--- config.mk ---
export PLATFORM = sky130hd
export DESIGN_NAME = lcdfc_core
export DESIGN_NICKNAME = d
export VERILOG_FILES = /design/src/hw/lcdfc_core.v
export VERILOG_INCLUDE_DIRS = /design/src /design/src/hw
export SDC_FILE = /design/constraint.sdc
export NUM_CORES = 1
export LEC_CHECK = 0
export BUFFER_PORTS_ARGS = -buffer_cell sky130_fd_sc_hd__clkbuf_2
export CORE_MARGIN = 2
export CORE_UTILIZATION = 51
export CTS_CLUSTER_SIZE = 20
export DETAILED_ROUTE_END_ITERATION = 6
export GPL_TIMING_DRIVEN = 0
export PLACE_DENSITY = 0.89
export SLEW_MARGIN = 15
export SYNTH_ARGS = -nofsm -noshare
export SYNTH_HDL_FRONTEND = slang
export SYNTH_SLANG_ARGS = --single-unit
--- constraint.sdc ---
create_clock -name clock -period 4.6 [get_ports clock]
set_clock_uncertainty 0.05 [all_clocks]
set_input_delay 0.69 -clock clock [delete_from_list [all_inputs] [get_ports clock]]
set_output_delay 0.69 -clock clock [all_outputs]
set_load 0.05 [all_outputs]
--- src/hw/lcdfc_regs.vh ---
/*
 * Register offsets, field positions, reset values and update mode codes
 * of the panel frame timing core.
 * Assumes a 32-bit APB slave with byte addresses and a 200 MHz clock.
 */
// Summary of operation
// - Contrast referenced to supply or ground
// - Panel supply from main or booster
// - Booster update tick is slow clock/2^n
// - Prescale slow clock by 16/32/64/128
// - Divide prescaled clock by one plus divider
// - Frame length set by multiplex mode
// - Driver side runs on prescaled panel tick
// - Segment, animation, blink words are synchronised
// - Mode 00 transfers soon after write
// - Mode 01 transfers at counter event
// - Mode 10 transfers at every frame start
// - Direct control overrides bias from data words
// - Two bits per line, line order
// - Bias code gives two to five levels
// - Frame counter aligned to frame start
// - Counter event drives flag, blink, animation, update
// - Down counter runs only while enabled
// - Counter ticks every 1/2/4/8 frames
// - At zero reload top, raise event
// - Event rate is tick over top plus one
// - Flag set each event, enable gates interrupt
`ifndef LCDFC_REGS_VH
`define LCDFC_REGS_VH

// ==========================================================
// Offsets
`define LCDFC_OFF_CTRL 12'h000
`define LCDFC_OFF_DISP 12'h004
`define LCDFC_OFF_BACTRL 12'h00c
`define LCDFC_OFF_STATUS 12'h010
`define LCDFC_OFF_ANIMA 12'h014
`define LCDFC_OFF_ANIMB 12'h018
`define LCDFC_OFF_IF 12'h01c
`define LCDFC_OFF_IFS 12'h020
`define LCDFC_OFF_IFC 12'h024
`define LCDFC_OFF_IEN 12'h028
`define LCDFC_OFF_SEGD0 12'h040
`define LCDFC_OFF_SEGD4 12'h0cc
`define LCDFC_OFF_CLKCTRL 12'h070

// ==========================================================
// Fields
`define LCDFC_CTRL_EN 0
`define LCDFC_CTRL_UD_LO 1
`define LCDFC_CTRL_DIRECT 23
`define LCDFC_DISP_MUX_LO 0
`define LCDFC_DISP_BIAS_LO 4
`define LCDFC_DISP_CONTRAST_LO 8
`define LCDFC_DISP_CONREF 13
`define LCDFC_DISP_BLEV_LO 16
`define LCDFC_DISP_SUPPLY 20
`define LCDFC_BA_CNTEN 0
`define LCDFC_BA_PRESC_LO 1
`define LCDFC_BA_TOP_LO 8
`define LCDFC_CLK_PRE_LO 0
`define LCDFC_CLK_FRDIV_LO 4
`define LCDFC_CLK_BDIV_LO 8
`define LCDFC_CLK_BOOSTEN 12
`define LCDFC_IF_EVT 0

// ==========================================================
// Reset values and codes
`define LCDFC_RST_ZERO 32'h0000_0000
`define LCDFC_RST_DISP 32'h0000_1f00
`define LCDFC_UD_REGULAR 2'h0
`define LCDFC_UD_EVENT 2'h1
`define LCDFC_UD_FRAME 2'h2

`endif

--- src/hw/lcdfc_core.v ---
/*
 * Frame timing core of a segment panel driver: clock division, frame
 * counter, counter event flag, buffered data transfer, direct bias.
 * Assumes the slow clock arrives as a level synchronous to clock and
 * that software keeps the frame divider still while the driver runs.
 */
// Implementation choices: the register addresses and the APB register port.
`timescale 1ns/1ps
`include "lcdfc_regs.vh"

module lcdfc_core
(
    // Clock and reset
    input wire clock,
    input wire rst,
    // APB slave
    input wire psel,
    input wire penable,
    input wire pwrite,
    input wire [11:0] paddr,
    input wire [31:0] pwdata,
    output wire pready,
    output reg [31:0] prdata,
    output reg pslverr,
    // Slow clock level
    input wire lowFreqClock,
    // Analog controls
    output wire contrastRefGround,
    output wire panelSupplyBoost,
    output wire [4:0] contrastLevel,
    output wire [3:0] boostLevel,
    output wire boosterEnable,
    output reg boostUpdateTick,
    // Timing strobes and interrupt level
    output reg panelClockTick,
    output reg frame_begin_update,
    output reg counterEvent,
    output wire interrupt,
    // Driver side data
    output wire [159:0] drvSegData,
    output reg [31:0] drvAnimFirst,
    output reg [31:0] drvAnimSecond,
    output reg [31:0] drvBlinkAnim,
    output wire [127:0] segBiasCode,
    output wire [15:0] comBiasCode,
    output wire [23:0] comLevels
);

    // ==========================================================
    // Helpers
    function [6:0] lowMask;
        input [2:0] n;
        begin
            lowMask = 7'h7f >> (3'h7 - n);
            if (n == 3'h0)
            begin
                lowMask = 7'h00;
            end
        end
    endfunction

    function [3:0] frameLast;
        input [2:0] mux;
        begin
            case (mux)
                3'h0: frameLast = 4'h1;
                3'h1: frameLast = 4'h3;
                3'h2: frameLast = 4'h5;
                3'h3: frameLast = 4'h7;
                3'h4: frameLast = 4'hb;
                3'h5: frameLast = 4'hf;
                default: frameLast = 4'h1;
            endcase
        end
    endfunction

    function [2:0] levelCount;
        input [1:0] code;
        begin
            levelCount = {1'b0, code} + 3'h2;
        end
    endfunction

    // ==========================================================
    // Register file
    reg [31:0] ctrl_q;
    reg [31:0] disp_q;
    reg [31:0] bactrl_q;
    reg [31:0] animA_q;
    reg [31:0] animB_q;
    reg [31:0] clkCtrl_q;
    reg ien_q;
    reg flag_q;
    reg [31:0] segWord_q [0:4];
    reg [5:0] count_q;
    reg pending_q;
    reg [31:0] drvSeg_q [0:4];

    wire wrEn = psel & penable & pwrite;
    wire setupPh = psel & ~penable;
    wire [1:0] udMode = ctrl_q[`LCDFC_CTRL_UD_LO +: 2];
    wire direct = ctrl_q[`LCDFC_CTRL_DIRECT];
    wire isSeg = (paddr >= `LCDFC_OFF_SEGD0)
        && (paddr < `LCDFC_OFF_SEGD0 + 12'h010)
        && (paddr[1:0] == 2'h0);
    wire [1:0] segIdx = paddr[3:2];
    wire isSeg4 = (paddr == `LCDFC_OFF_SEGD4);
    wire bufWrite = wrEn & (isSeg | isSeg4
        | (paddr == `LCDFC_OFF_ANIMA) | (paddr == `LCDFC_OFF_ANIMB)
        | (paddr == `LCDFC_OFF_BACTRL));
    wire ifsWrite = wrEn & (paddr == `LCDFC_OFF_IFS);
    wire ifcWrite = wrEn & (paddr == `LCDFC_OFF_IFC);

    assign pready = 1'b1;

    always @(posedge clock)
    begin
        if (rst)
        begin
            ctrl_q <= `LCDFC_RST_ZERO;
            disp_q <= `LCDFC_RST_DISP;
            bactrl_q <= `LCDFC_RST_ZERO;
            animA_q <= `LCDFC_RST_ZERO;
            animB_q <= `LCDFC_RST_ZERO;
            clkCtrl_q <= `LCDFC_RST_ZERO;
            ien_q <= 1'b0;
        end
        else if (wrEn)
        begin
            case (paddr)
                `LCDFC_OFF_CTRL: ctrl_q <= pwdata;
                `LCDFC_OFF_DISP: disp_q <= pwdata;
                `LCDFC_OFF_BACTRL: bactrl_q <= pwdata;
                `LCDFC_OFF_ANIMA: animA_q <= pwdata;
                `LCDFC_OFF_ANIMB: animB_q <= pwdata;
                `LCDFC_OFF_CLKCTRL: clkCtrl_q <= pwdata;
                `LCDFC_OFF_IEN: ien_q <= pwdata[`LCDFC_IF_EVT];
                default: ien_q <= ien_q;
            endcase
        end
    end

    always @(posedge clock)
    begin
        if (rst)
        begin
            segWord_q[0] <= `LCDFC_RST_ZERO;
            segWord_q[1] <= `LCDFC_RST_ZERO;
            segWord_q[2] <= `LCDFC_RST_ZERO;
            segWord_q[3] <= `LCDFC_RST_ZERO;
            segWord_q[4] <= `LCDFC_RST_ZERO;
        end
        else if (wrEn & isSeg)
        begin
            segWord_q[segIdx] <= pwdata;
        end
        else if (wrEn & isSeg4)
        begin
            segWord_q[4] <= pwdata;
        end
    end

    // Read data is captured in the setup phase, so no wait states
    always @(posedge clock)
    begin
        if (rst)
        begin
            prdata <= `LCDFC_RST_ZERO;
            pslverr <= 1'b0;
        end
        else if (setupPh)
        begin
            pslverr <= 1'b0;
            case (paddr)
                `LCDFC_OFF_CTRL: prdata <= ctrl_q;
                `LCDFC_OFF_DISP: prdata <= disp_q;
                `LCDFC_OFF_BACTRL: prdata <= bactrl_q;
                `LCDFC_OFF_STATUS: prdata <= {23'h0, pending_q, 2'h0, count_q};
                `LCDFC_OFF_ANIMA: prdata <= animA_q;
                `LCDFC_OFF_ANIMB: prdata <= animB_q;
                `LCDFC_OFF_IF: prdata <= {31'h0, flag_q};
                `LCDFC_OFF_IFS: prdata <= `LCDFC_RST_ZERO;
                `LCDFC_OFF_IFC: prdata <= `LCDFC_RST_ZERO;
                `LCDFC_OFF_IEN: prdata <= {31'h0, ien_q};
                `LCDFC_OFF_CLKCTRL: prdata <= clkCtrl_q;
                `LCDFC_OFF_SEGD4: prdata <= segWord_q[4];
                default:
                begin
                    if (isSeg)
                    begin
                        prdata <= segWord_q[segIdx];
                    end
                    else
                    begin
                        prdata <= `LCDFC_RST_ZERO;
                        pslverr <= 1'b1;
                    end
                end
            endcase
        end
    end

    // ==========================================================
    // Analog control levels
    assign contrastRefGround = disp_q[`LCDFC_DISP_CONREF];
    assign panelSupplyBoost = disp_q[`LCDFC_DISP_SUPPLY];
    assign contrastLevel = disp_q[`LCDFC_DISP_CONTRAST_LO +: 5];
    assign boostLevel = disp_q[`LCDFC_DISP_BLEV_LO +: 4];
    assign boosterEnable = clkCtrl_q[`LCDFC_CLK_BOOSTEN];

    // ==========================================================
    // Clock division chain
    reg lfLast_q;
    reg [6:0] lfCnt_q;
    reg [2:0] divCnt_q;
    reg [3:0] phase_q;
    reg [2:0] frameCnt_q;

    wire lfTick = lowFreqClock & ~lfLast_q;
    wire [6:0] bMask = lowMask(clkCtrl_q[`LCDFC_CLK_BDIV_LO +: 3]);
    wire [2:0] preSel = {1'b0, clkCtrl_q[`LCDFC_CLK_PRE_LO +: 2]} + 3'h4;
    wire [6:0] pMask = lowMask(preSel);
    wire preTick = lfTick & ((lfCnt_q & pMask) == pMask);
    wire [2:0] frameDiv = clkCtrl_q[`LCDFC_CLK_FRDIV_LO +: 3];
    wire running = ctrl_q[`LCDFC_CTRL_EN];
    wire divTick = preTick & (divCnt_q == frameDiv);
    wire [3:0] last = frameLast(disp_q[`LCDFC_DISP_MUX_LO +: 3]);
    wire frameTick = running & divTick & (phase_q == last);
    wire [6:0] fMask = lowMask({1'b0, bactrl_q[`LCDFC_BA_PRESC_LO +: 2]});
    wire cntTick = frameTick & ((frameCnt_q[2:0] & fMask[2:0]) == fMask[2:0]);
    wire cntOn = running & bactrl_q[`LCDFC_BA_CNTEN];
    wire evt = cntOn & cntTick & (count_q == 6'h00);

    always @(posedge clock)
    begin
        if (rst)
        begin
            lfLast_q <= 1'b0;
            lfCnt_q <= 7'h00;
            boostUpdateTick <= 1'b0;
            panelClockTick <= 1'b0;
            divCnt_q <= 3'h0;
        end
        else
        begin
            lfLast_q <= lowFreqClock;
            if (lfTick)
            begin
                lfCnt_q <= lfCnt_q + 7'h01;
            end
            boostUpdateTick <= lfTick & ((lfCnt_q & bMask) == bMask);
            // A divider move below the count restarts it at zero on the next prescaled tick
            if (preTick)
            begin
                divCnt_q <= (divCnt_q >= frameDiv) ? 3'h0
                    : divCnt_q + 3'h1;
            end
            panelClockTick <= divTick;
        end
    end

    always @(posedge clock)
    begin
        if (rst)
        begin
            phase_q <= 4'h0;
            frame_begin_update <= 1'b0;
        end
        else
        begin
            if (!running)
            begin
                phase_q <= 4'h0;
            end
            else if (divTick)
            begin
                phase_q <= (phase_q >= last) ? 4'h0 : phase_q + 4'h1;
            end
            frame_begin_update <= frameTick;
        end
    end

    // ==========================================================
    // Frame counter
    always @(posedge clock)
    begin
        if (rst)
        begin
            frameCnt_q <= 3'h0;
            count_q <= 6'h00;
            counterEvent <= 1'b0;
        end
        else
        begin
            counterEvent <= evt;
            if (!cntOn)
            begin
                frameCnt_q <= 3'h0;
                count_q <= bactrl_q[`LCDFC_BA_TOP_LO +: 6];
            end
            else
            begin
                if (frameTick)
                begin
                    frameCnt_q <= frameCnt_q + 3'h1;
                end
                if (cntTick)
                begin
                    if (count_q == 6'h00)
                    begin
                        count_q <= bactrl_q[`LCDFC_BA_TOP_LO +: 6];
                    end
                    else
                    begin
                        count_q <= count_q - 6'h01;
                    end
                end
            end
        end
    end

    // ==========================================================
    // Event flag, set wins over clear
    always @(posedge clock)
    begin
        if (rst)
        begin
            flag_q <= 1'b0;
        end
        else if (evt | (ifsWrite & pwdata[`LCDFC_IF_EVT]))
        begin
            flag_q <= 1'b1;
        end
        else if (ifcWrite & pwdata[`LCDFC_IF_EVT])
        begin
            flag_q <= 1'b0;
        end
    end

    assign interrupt = flag_q & ien_q;

    // ==========================================================
    // Buffered transfer to the driver side
    // Mode 00 waits for the next driver tick so the copy never lands
    // between panel ticks; modes 01 and 10 copy at every counter event or frame start, and mode 11 acts as mode 00.
    reg doXfer;

    always @*
    begin
        case (udMode)
            `LCDFC_UD_REGULAR: doXfer = pending_q & divTick;
            `LCDFC_UD_EVENT: doXfer = evt;
            `LCDFC_UD_FRAME: doXfer = frameTick;
            default: doXfer = pending_q & divTick;
        endcase
    end

    always @(posedge clock)
    begin
        if (rst)
        begin
            pending_q <= 1'b0;
        end
        else if (bufWrite)
        begin
            pending_q <= 1'b1;
        end
        else if (doXfer)
        begin
            pending_q <= 1'b0;
        end
    end

    genvar gi;
    generate
        for (gi = 0; gi < 5; gi = gi + 1)
        begin : gSeg
            always @(posedge clock)
            begin
                if (rst)
                begin
                    drvSeg_q[gi] <= `LCDFC_RST_ZERO;
                end
                else if (doXfer)
                begin
                    drvSeg_q[gi] <= segWord_q[gi];
                end
            end
            assign drvSegData[32*gi +: 32] = drvSeg_q[gi];
        end
    endgenerate

    always @(posedge clock)
    begin
        if (rst)
        begin
            drvAnimFirst <= `LCDFC_RST_ZERO;
            drvAnimSecond <= `LCDFC_RST_ZERO;
            drvBlinkAnim <= `LCDFC_RST_ZERO;
        end
        else if (doXfer)
        begin
            drvAnimFirst <= animA_q;
            drvAnimSecond <= animB_q;
            drvBlinkAnim <= bactrl_q;
        end
    end

    // ==========================================================
    // Bias per line
    wire [1:0] cfgBias = disp_q[`LCDFC_DISP_BIAS_LO +: 2];
    wire [127:0] segWords = drvSegData[127:0];

    generate
        for (gi = 0; gi < 64; gi = gi + 1)
        begin : gSegBias
            assign segBiasCode[2*gi +: 2] =
                direct ? segWords[2*gi +: 2] : cfgBias;
        end
        for (gi = 0; gi < 8; gi = gi + 1)
        begin : gComBias
            assign comBiasCode[2*gi +: 2] =
                direct ? drvSegData[128 + 2*gi +: 2] : cfgBias;
            assign comLevels[3*gi +: 3] =
                levelCount(comBiasCode[2*gi +: 2]);
        end
    endgenerate

endmodule // lcdfc_core

After elaboration in Yosys (flattened, before gate mapping)
Memories as Yosys holds them, arrays and structs flattened. Index checks and enable logic that the tools add are counted.

RAM bits: 320. Output and inout port bits: 475. Input bits: 50. Memories kept: 2. Register bits: 352. Logic and storage cells: 247.

Memory list: drvSeg_q (depth 5, width 32, read ports 5, clocked after Yosys merged registers in 0, wr ports 5, line lcdfc_core.v:97) `reg [31:0] drvSeg_q [0:4];`; segWord_q (depth 5, width 32, read ports 6, clocked after Yosys merged registers in 0, wr ports 5, line lcdfc_core.v:94) `reg [31:0] segWord_q [0:4];`.

Bitwise logic cells: 40. Equal/unequal tests: 24. $lt $le $gt $ge: 4. $add $sub $neg: 17. Shifts and indexed selects: 3. Mux-type cells: 111. Reduce and logical (&&, ||, !) cells: 22.

Operators with widths (number): 32-bit case mux with 11 select lines (1); 32-bit 2-to-1 mux (8); 2-bit 2-to-1 mux (72); 12-bit by 5-bit == test with 1-bit output (second input constant) (4); 12-bit by 6-bit == test with 1-bit output (second input constant) (3); 32-bit OR reduction (1); 2-bit by 2-bit adder with 3-bit output (second input constant) (8); 1-bit AND (22); 4-bit case mux with 5 select lines (1); 1-bit 2-to-1 mux (19); 6-bit 2-to-1 mux (3); 7-bit AND (2); 7-bit == test (2); 7-bit 2-to-1 mux (2); 2-bit AND reduction (7); 7-bit by 3-bit right shift with 7-bit output (first input constant) (2); 12-bit by 3-bit == test with 1-bit output (second input constant) (1); 12-bit by 4-bit == test with 1-bit output (second input constant) (1); 12-bit by 7-bit == test with 1-bit output (second input constant) (1); 12-bit by 8-bit == test with 1-bit output (second input constant) (1); 12-bit by 7-bit greater-or-equal comparator with 1-bit output (second input constant) (1); 12-bit logical NOT (1); 12-bit by 7-bit less-than comparator with 1-bit output (second input constant) (1); 12-bit OR reduction (1); 30 further kinds (56).

Longest topological paths before layout
Depth in word-level cells: 18. Depth in mapped cells: 12. Gate-level depth less buffers: 9.

Worst setup path after synthesis
OpenSTA, ideal clock, no wires.

Kind: in2reg. Start point: in paddr[9]. End point: mem segWord_q[3][0] (enable). Setup slack: -52 ps. Data arrival time: 4136 ps. Setup time: 466 ps. Cell stages on the path: 5. Required time: 4084 ps. Path buffers: 1. Cell sequence: or4_1 -> buf_2 -> nor3_4 -> nand2_1 -> o21ai_0.

RTL lines: start, declared (line lcdfc_core.v:20) `input wire [11:0] paddr,`; end, declared (line lcdfc_core.v:94).

Worst setup path after layout
Start point: reg ctrl_q[23]. End point: out segBiasCode[66].

Longest elaborated chain between the ends: 1.

Ends and longest elaborated chain: start, declared (line lcdfc_core.v:86) `reg [31:0] ctrl_q;`; start signal, assigned (line lcdfc_core.v:120) `` ctrl_q <= `LCDFC_RST_ZERO; ``; start signal, assigned (line lcdfc_core.v:131) `` `LCDFC_OFF_CTRL: ctrl_q <= pwdata; ``; 2-bit 2-to-1 mux (line lcdfc_core.v:418) `direct ? segWords[2*gi +: 2] : cfgBias;`; end, declared (line lcdfc_core.v:44) `output wire [127:0] segBiasCode,`.

Every way passes these cells.

==> reports/metrics.csv <==
stage,metric,value,unit
setup_path,WP data arrival,3.58,ns
sta,Slew @ Worst Pin,1.300,ns
place,placed instance area,33450,sq um
final_layout,share of cells above drive strength 1,21.54,%
drt,drt wl/cell,28.53,um
place,dpl hpwl,95.49,mm
setup_path,critical-path cell list,clkbuf_1 -> clkbuf_1 -> buf_1 -> nand2_1 -> nand2_1 -> clkbuf_2,
place,worst slack at placement,0.2629,ns
setup_path,worst path bufs/invs,4,
power_and_ir_drop,Max VDD drop,0.2665,mV
global_route,Congestion Overflow GR,0,
sta,Max Clk Rate,0.2317,GHz
clocking,clock sinks,672,
status,failing checks,DRC,
sta,Worst slew margin,13.33,%
final_layout,final instance area,35910,sq um
drt,Post-route DRC,2,
setup_path,CP top delay family,buffers and inverters,
synthesis,Post-Syn Area,29660,sq um
synthesis,Syn Nets,3102,
global_route,initial antenna violation count,11,
die,Die Area,60100,sq um
synthesis,Yosys warnings,0,
sta,RSZ-0062 raised after global routing,no,
final_layout,final design utilization,62.36,%
global_route,first-pass GRT wire length,176.2,mm
setup_path,crit path kind,flop to output pin,
synthesis,syn_area_per_cell,9.762,sq um
setup_path,critical path launch point type,flop,
drt,drt initial violations,4109,
clocking,CTS tree,yes,
clocking,clk buf depth,3,
drt,total wire length,127.3,mm
sta,# setup viols final,0,
sta,Final Hold Violating Endpoints,0,
drt,vias per cell,6.028,
sta,hold slack,0.2634,ns
synthesis,Yosys reg bits,672,
sta,minimum clock period,4.316,ns
clocking,hold buffers post-CTS,0,
global_route,largest net degree at the start of global routing,58,
die,Initial Utilization,51.50,%
sta,Worst Slack Setup Final,0.2837,ns
synthesis,largest area contributor in the netlist,edfxtp_1,
global_route,vias in the first global route,24850,
setup_path,largest stage delay on the critical path,0.78,ns
status,outcome,"finished, violations left",
setup_path,Worst setup EP type,output pin,
synthesis,dominant synthesized flop cell,dfxtp_1,
synthesis,Post-synth EDFFs,320,
final_layout,area grow syn2layout,21.08,%
sta,final worst path period share,93.83,%
clocking,# Post-CTS Setup Buffers,0,
die,I/O pins,525,
clocking,Clock H-tree levels,3,
global_route,gr usage total,41.35,%
synthesis,Yosys cell types,73,
sta,"Slew Viols, Final",0,
drt,Antenna Nets Post-Route,0,
setup_path,CP max FO,10,
flow_run,Max Cap Viol,0,
place,IO buf count,522,
die,Core Box Area,57590,sq um
clocking,Num CTS Buffers,67,
die,Die X,245.2,um
drt,drt pass-1 iters,7,
clocking,cts repair resizes,0,
final_layout,Final nets,3700,
place,GPL Wtd Cong,1.046,
drt,detailed-route via count,26890,
setup_path,Critical Path RT,3.86,ns
setup_path,"Slowest-stage cell, CP",buf_1,
synthesis,largest cells by area after synthesis,"edfxtp_1, dfxtp_1, nand2_1",
synthesis,Yosys top cell area share,32.40,%
synthesis,Post-synth ARST share,0,%
power_and_ir_drop,Pwr Density,376.7,nW/um^2
synthesis,"Seq/Total Area, Yosys",56.16,%
clocking,CTS root buf,clkbuf_16,
sta,setup tns final,0,ns
die,# rows,88,
clocking,Worst-Skew Late Latency,0.64,ns
min_path,Hold Crit Class,input pin to flop,
clocking,Worst-path clk slew,0.07,ns
power_and_ir_drop,Lkg Pwr,14.35,nW
synthesis,Synth Instances,3038,
die,Chip Height,245.2,um
-- state kept, by name, summed over array words and instances (netlist names), 4 cells and up --
register,flops
drvSeg_q,160
segWord_q,160
animA_q,32
animB_q,32
bactrl_q,32
clkCtrl_q,32
ctrl_q,32
disp_q,32
drvAnimFirst,32
drvAnimSecond,32
drvBlinkAnim,32
prdata,32
lfCnt_q,7
count_q,6
phase_q,4
-- path summary, 6_finish.rpt --
kind	startpoint	end	slack, ns	cells after the start
max	ctrl_q[23]	segBiasCode[66]	0.28	6
min reg2reg	disp_q[3]	disp_q[3]	0.40	2
max reg2reg	clkCtrl_q[6]	drvSeg_q[0][14]	0.41	13
min	pwdata[12]	animB_q[12]	0.26	3
-- worst register-to-register path: stages (launching register included) --
cell	delay, ns
dfxtp_1	0.42
inv_1	0.07
ha_1	0.29
and4_1	0.21
and4_1	0.21
clkbuf_1	0.24
nand2_1	0.28
a21oi_1	0.21
buf_2	0.39
buf_6	0.29
or2_4	0.29
buf_16	0.29
buf_16	0.28
buf_12	0.33
-- cells in the final DEF, fill, tap and decap left out, types with 72 or more instances in the layout --
master,n
clkbuf_1,183
o21ai_0,72
nand2_1,935
and2_1,326
clkbuf_16,73
clkbuf_2,535
edfxtp_1,320
dfxtp_1,352
mux2i_1,124
a21oi_1,230
-- routing by layer --
layer  track usage [%]  wire (um)  vias up
li1                  -          -    11520
met1             51.08      44630    12730
met2             63.89      56170     2184
met3             11.76      17240      447
met4             25.86       9108       11
met5            0.6536        139        -
-- metrics by stage --
step	instances	total power, mW
floorplan	3038	7.092
global placement	4325	7.485
detailed placement	4332	7.504
CTS	4452	13.45
global route	4452	13.73
finish	4461	13.53
-- power by group --
| group | internal [mW] | switching, mW |
|---|---|---|
| Combinational | 0.184 | 0.737 |
| Clock | 3.64 | 2.46 |
| Sequential | 6.39 | 0.117 |
-- area by class of cell --
cell class              count  area, sq um
fillers                  4624        21670
flip-flops and latches    672        16660
multi-input cells        2061        11600
repair buffers            529         2790
clock buffers              90         1961
plain buffers             283         1365
well taps                 765        957.2
clock inverters            30        474.2
inverters                  22        82.58
diodes                      9        22.52
-- cell usage after synthesis, drive strengths merged (5+ instances only) --
cell type	count
or2	5
mux2	6
a21oi	230
buf	97
nor2b	10
nand4	11
a222oi	5
nand2b	10
a22o	5
a211oi	5
nor3	12
a221oi	24
dfxtp	352
nand3	22
o2bb2ai	5
mux2i	124
or3	5
and3	11
o21ai	77
mux4	32
ha	14
nor4	14
xnor2	7
inv	22
a22oi	45
edfxtp	320
a31oi	25
nand2	935
nor2	38
xor2	6
clkbuf	186
and2	327
-- logic make-up after synthesis --
kind of cell	synth area share, %
compound gates	9.117
xor+xnor	0.3839
fa+ha+maj	0.5906
buf+inv	4.877
flops	56.16
mux	6.843
other cells	0.01264
simple gates	22.02
(Power assumes the default switching activity.)
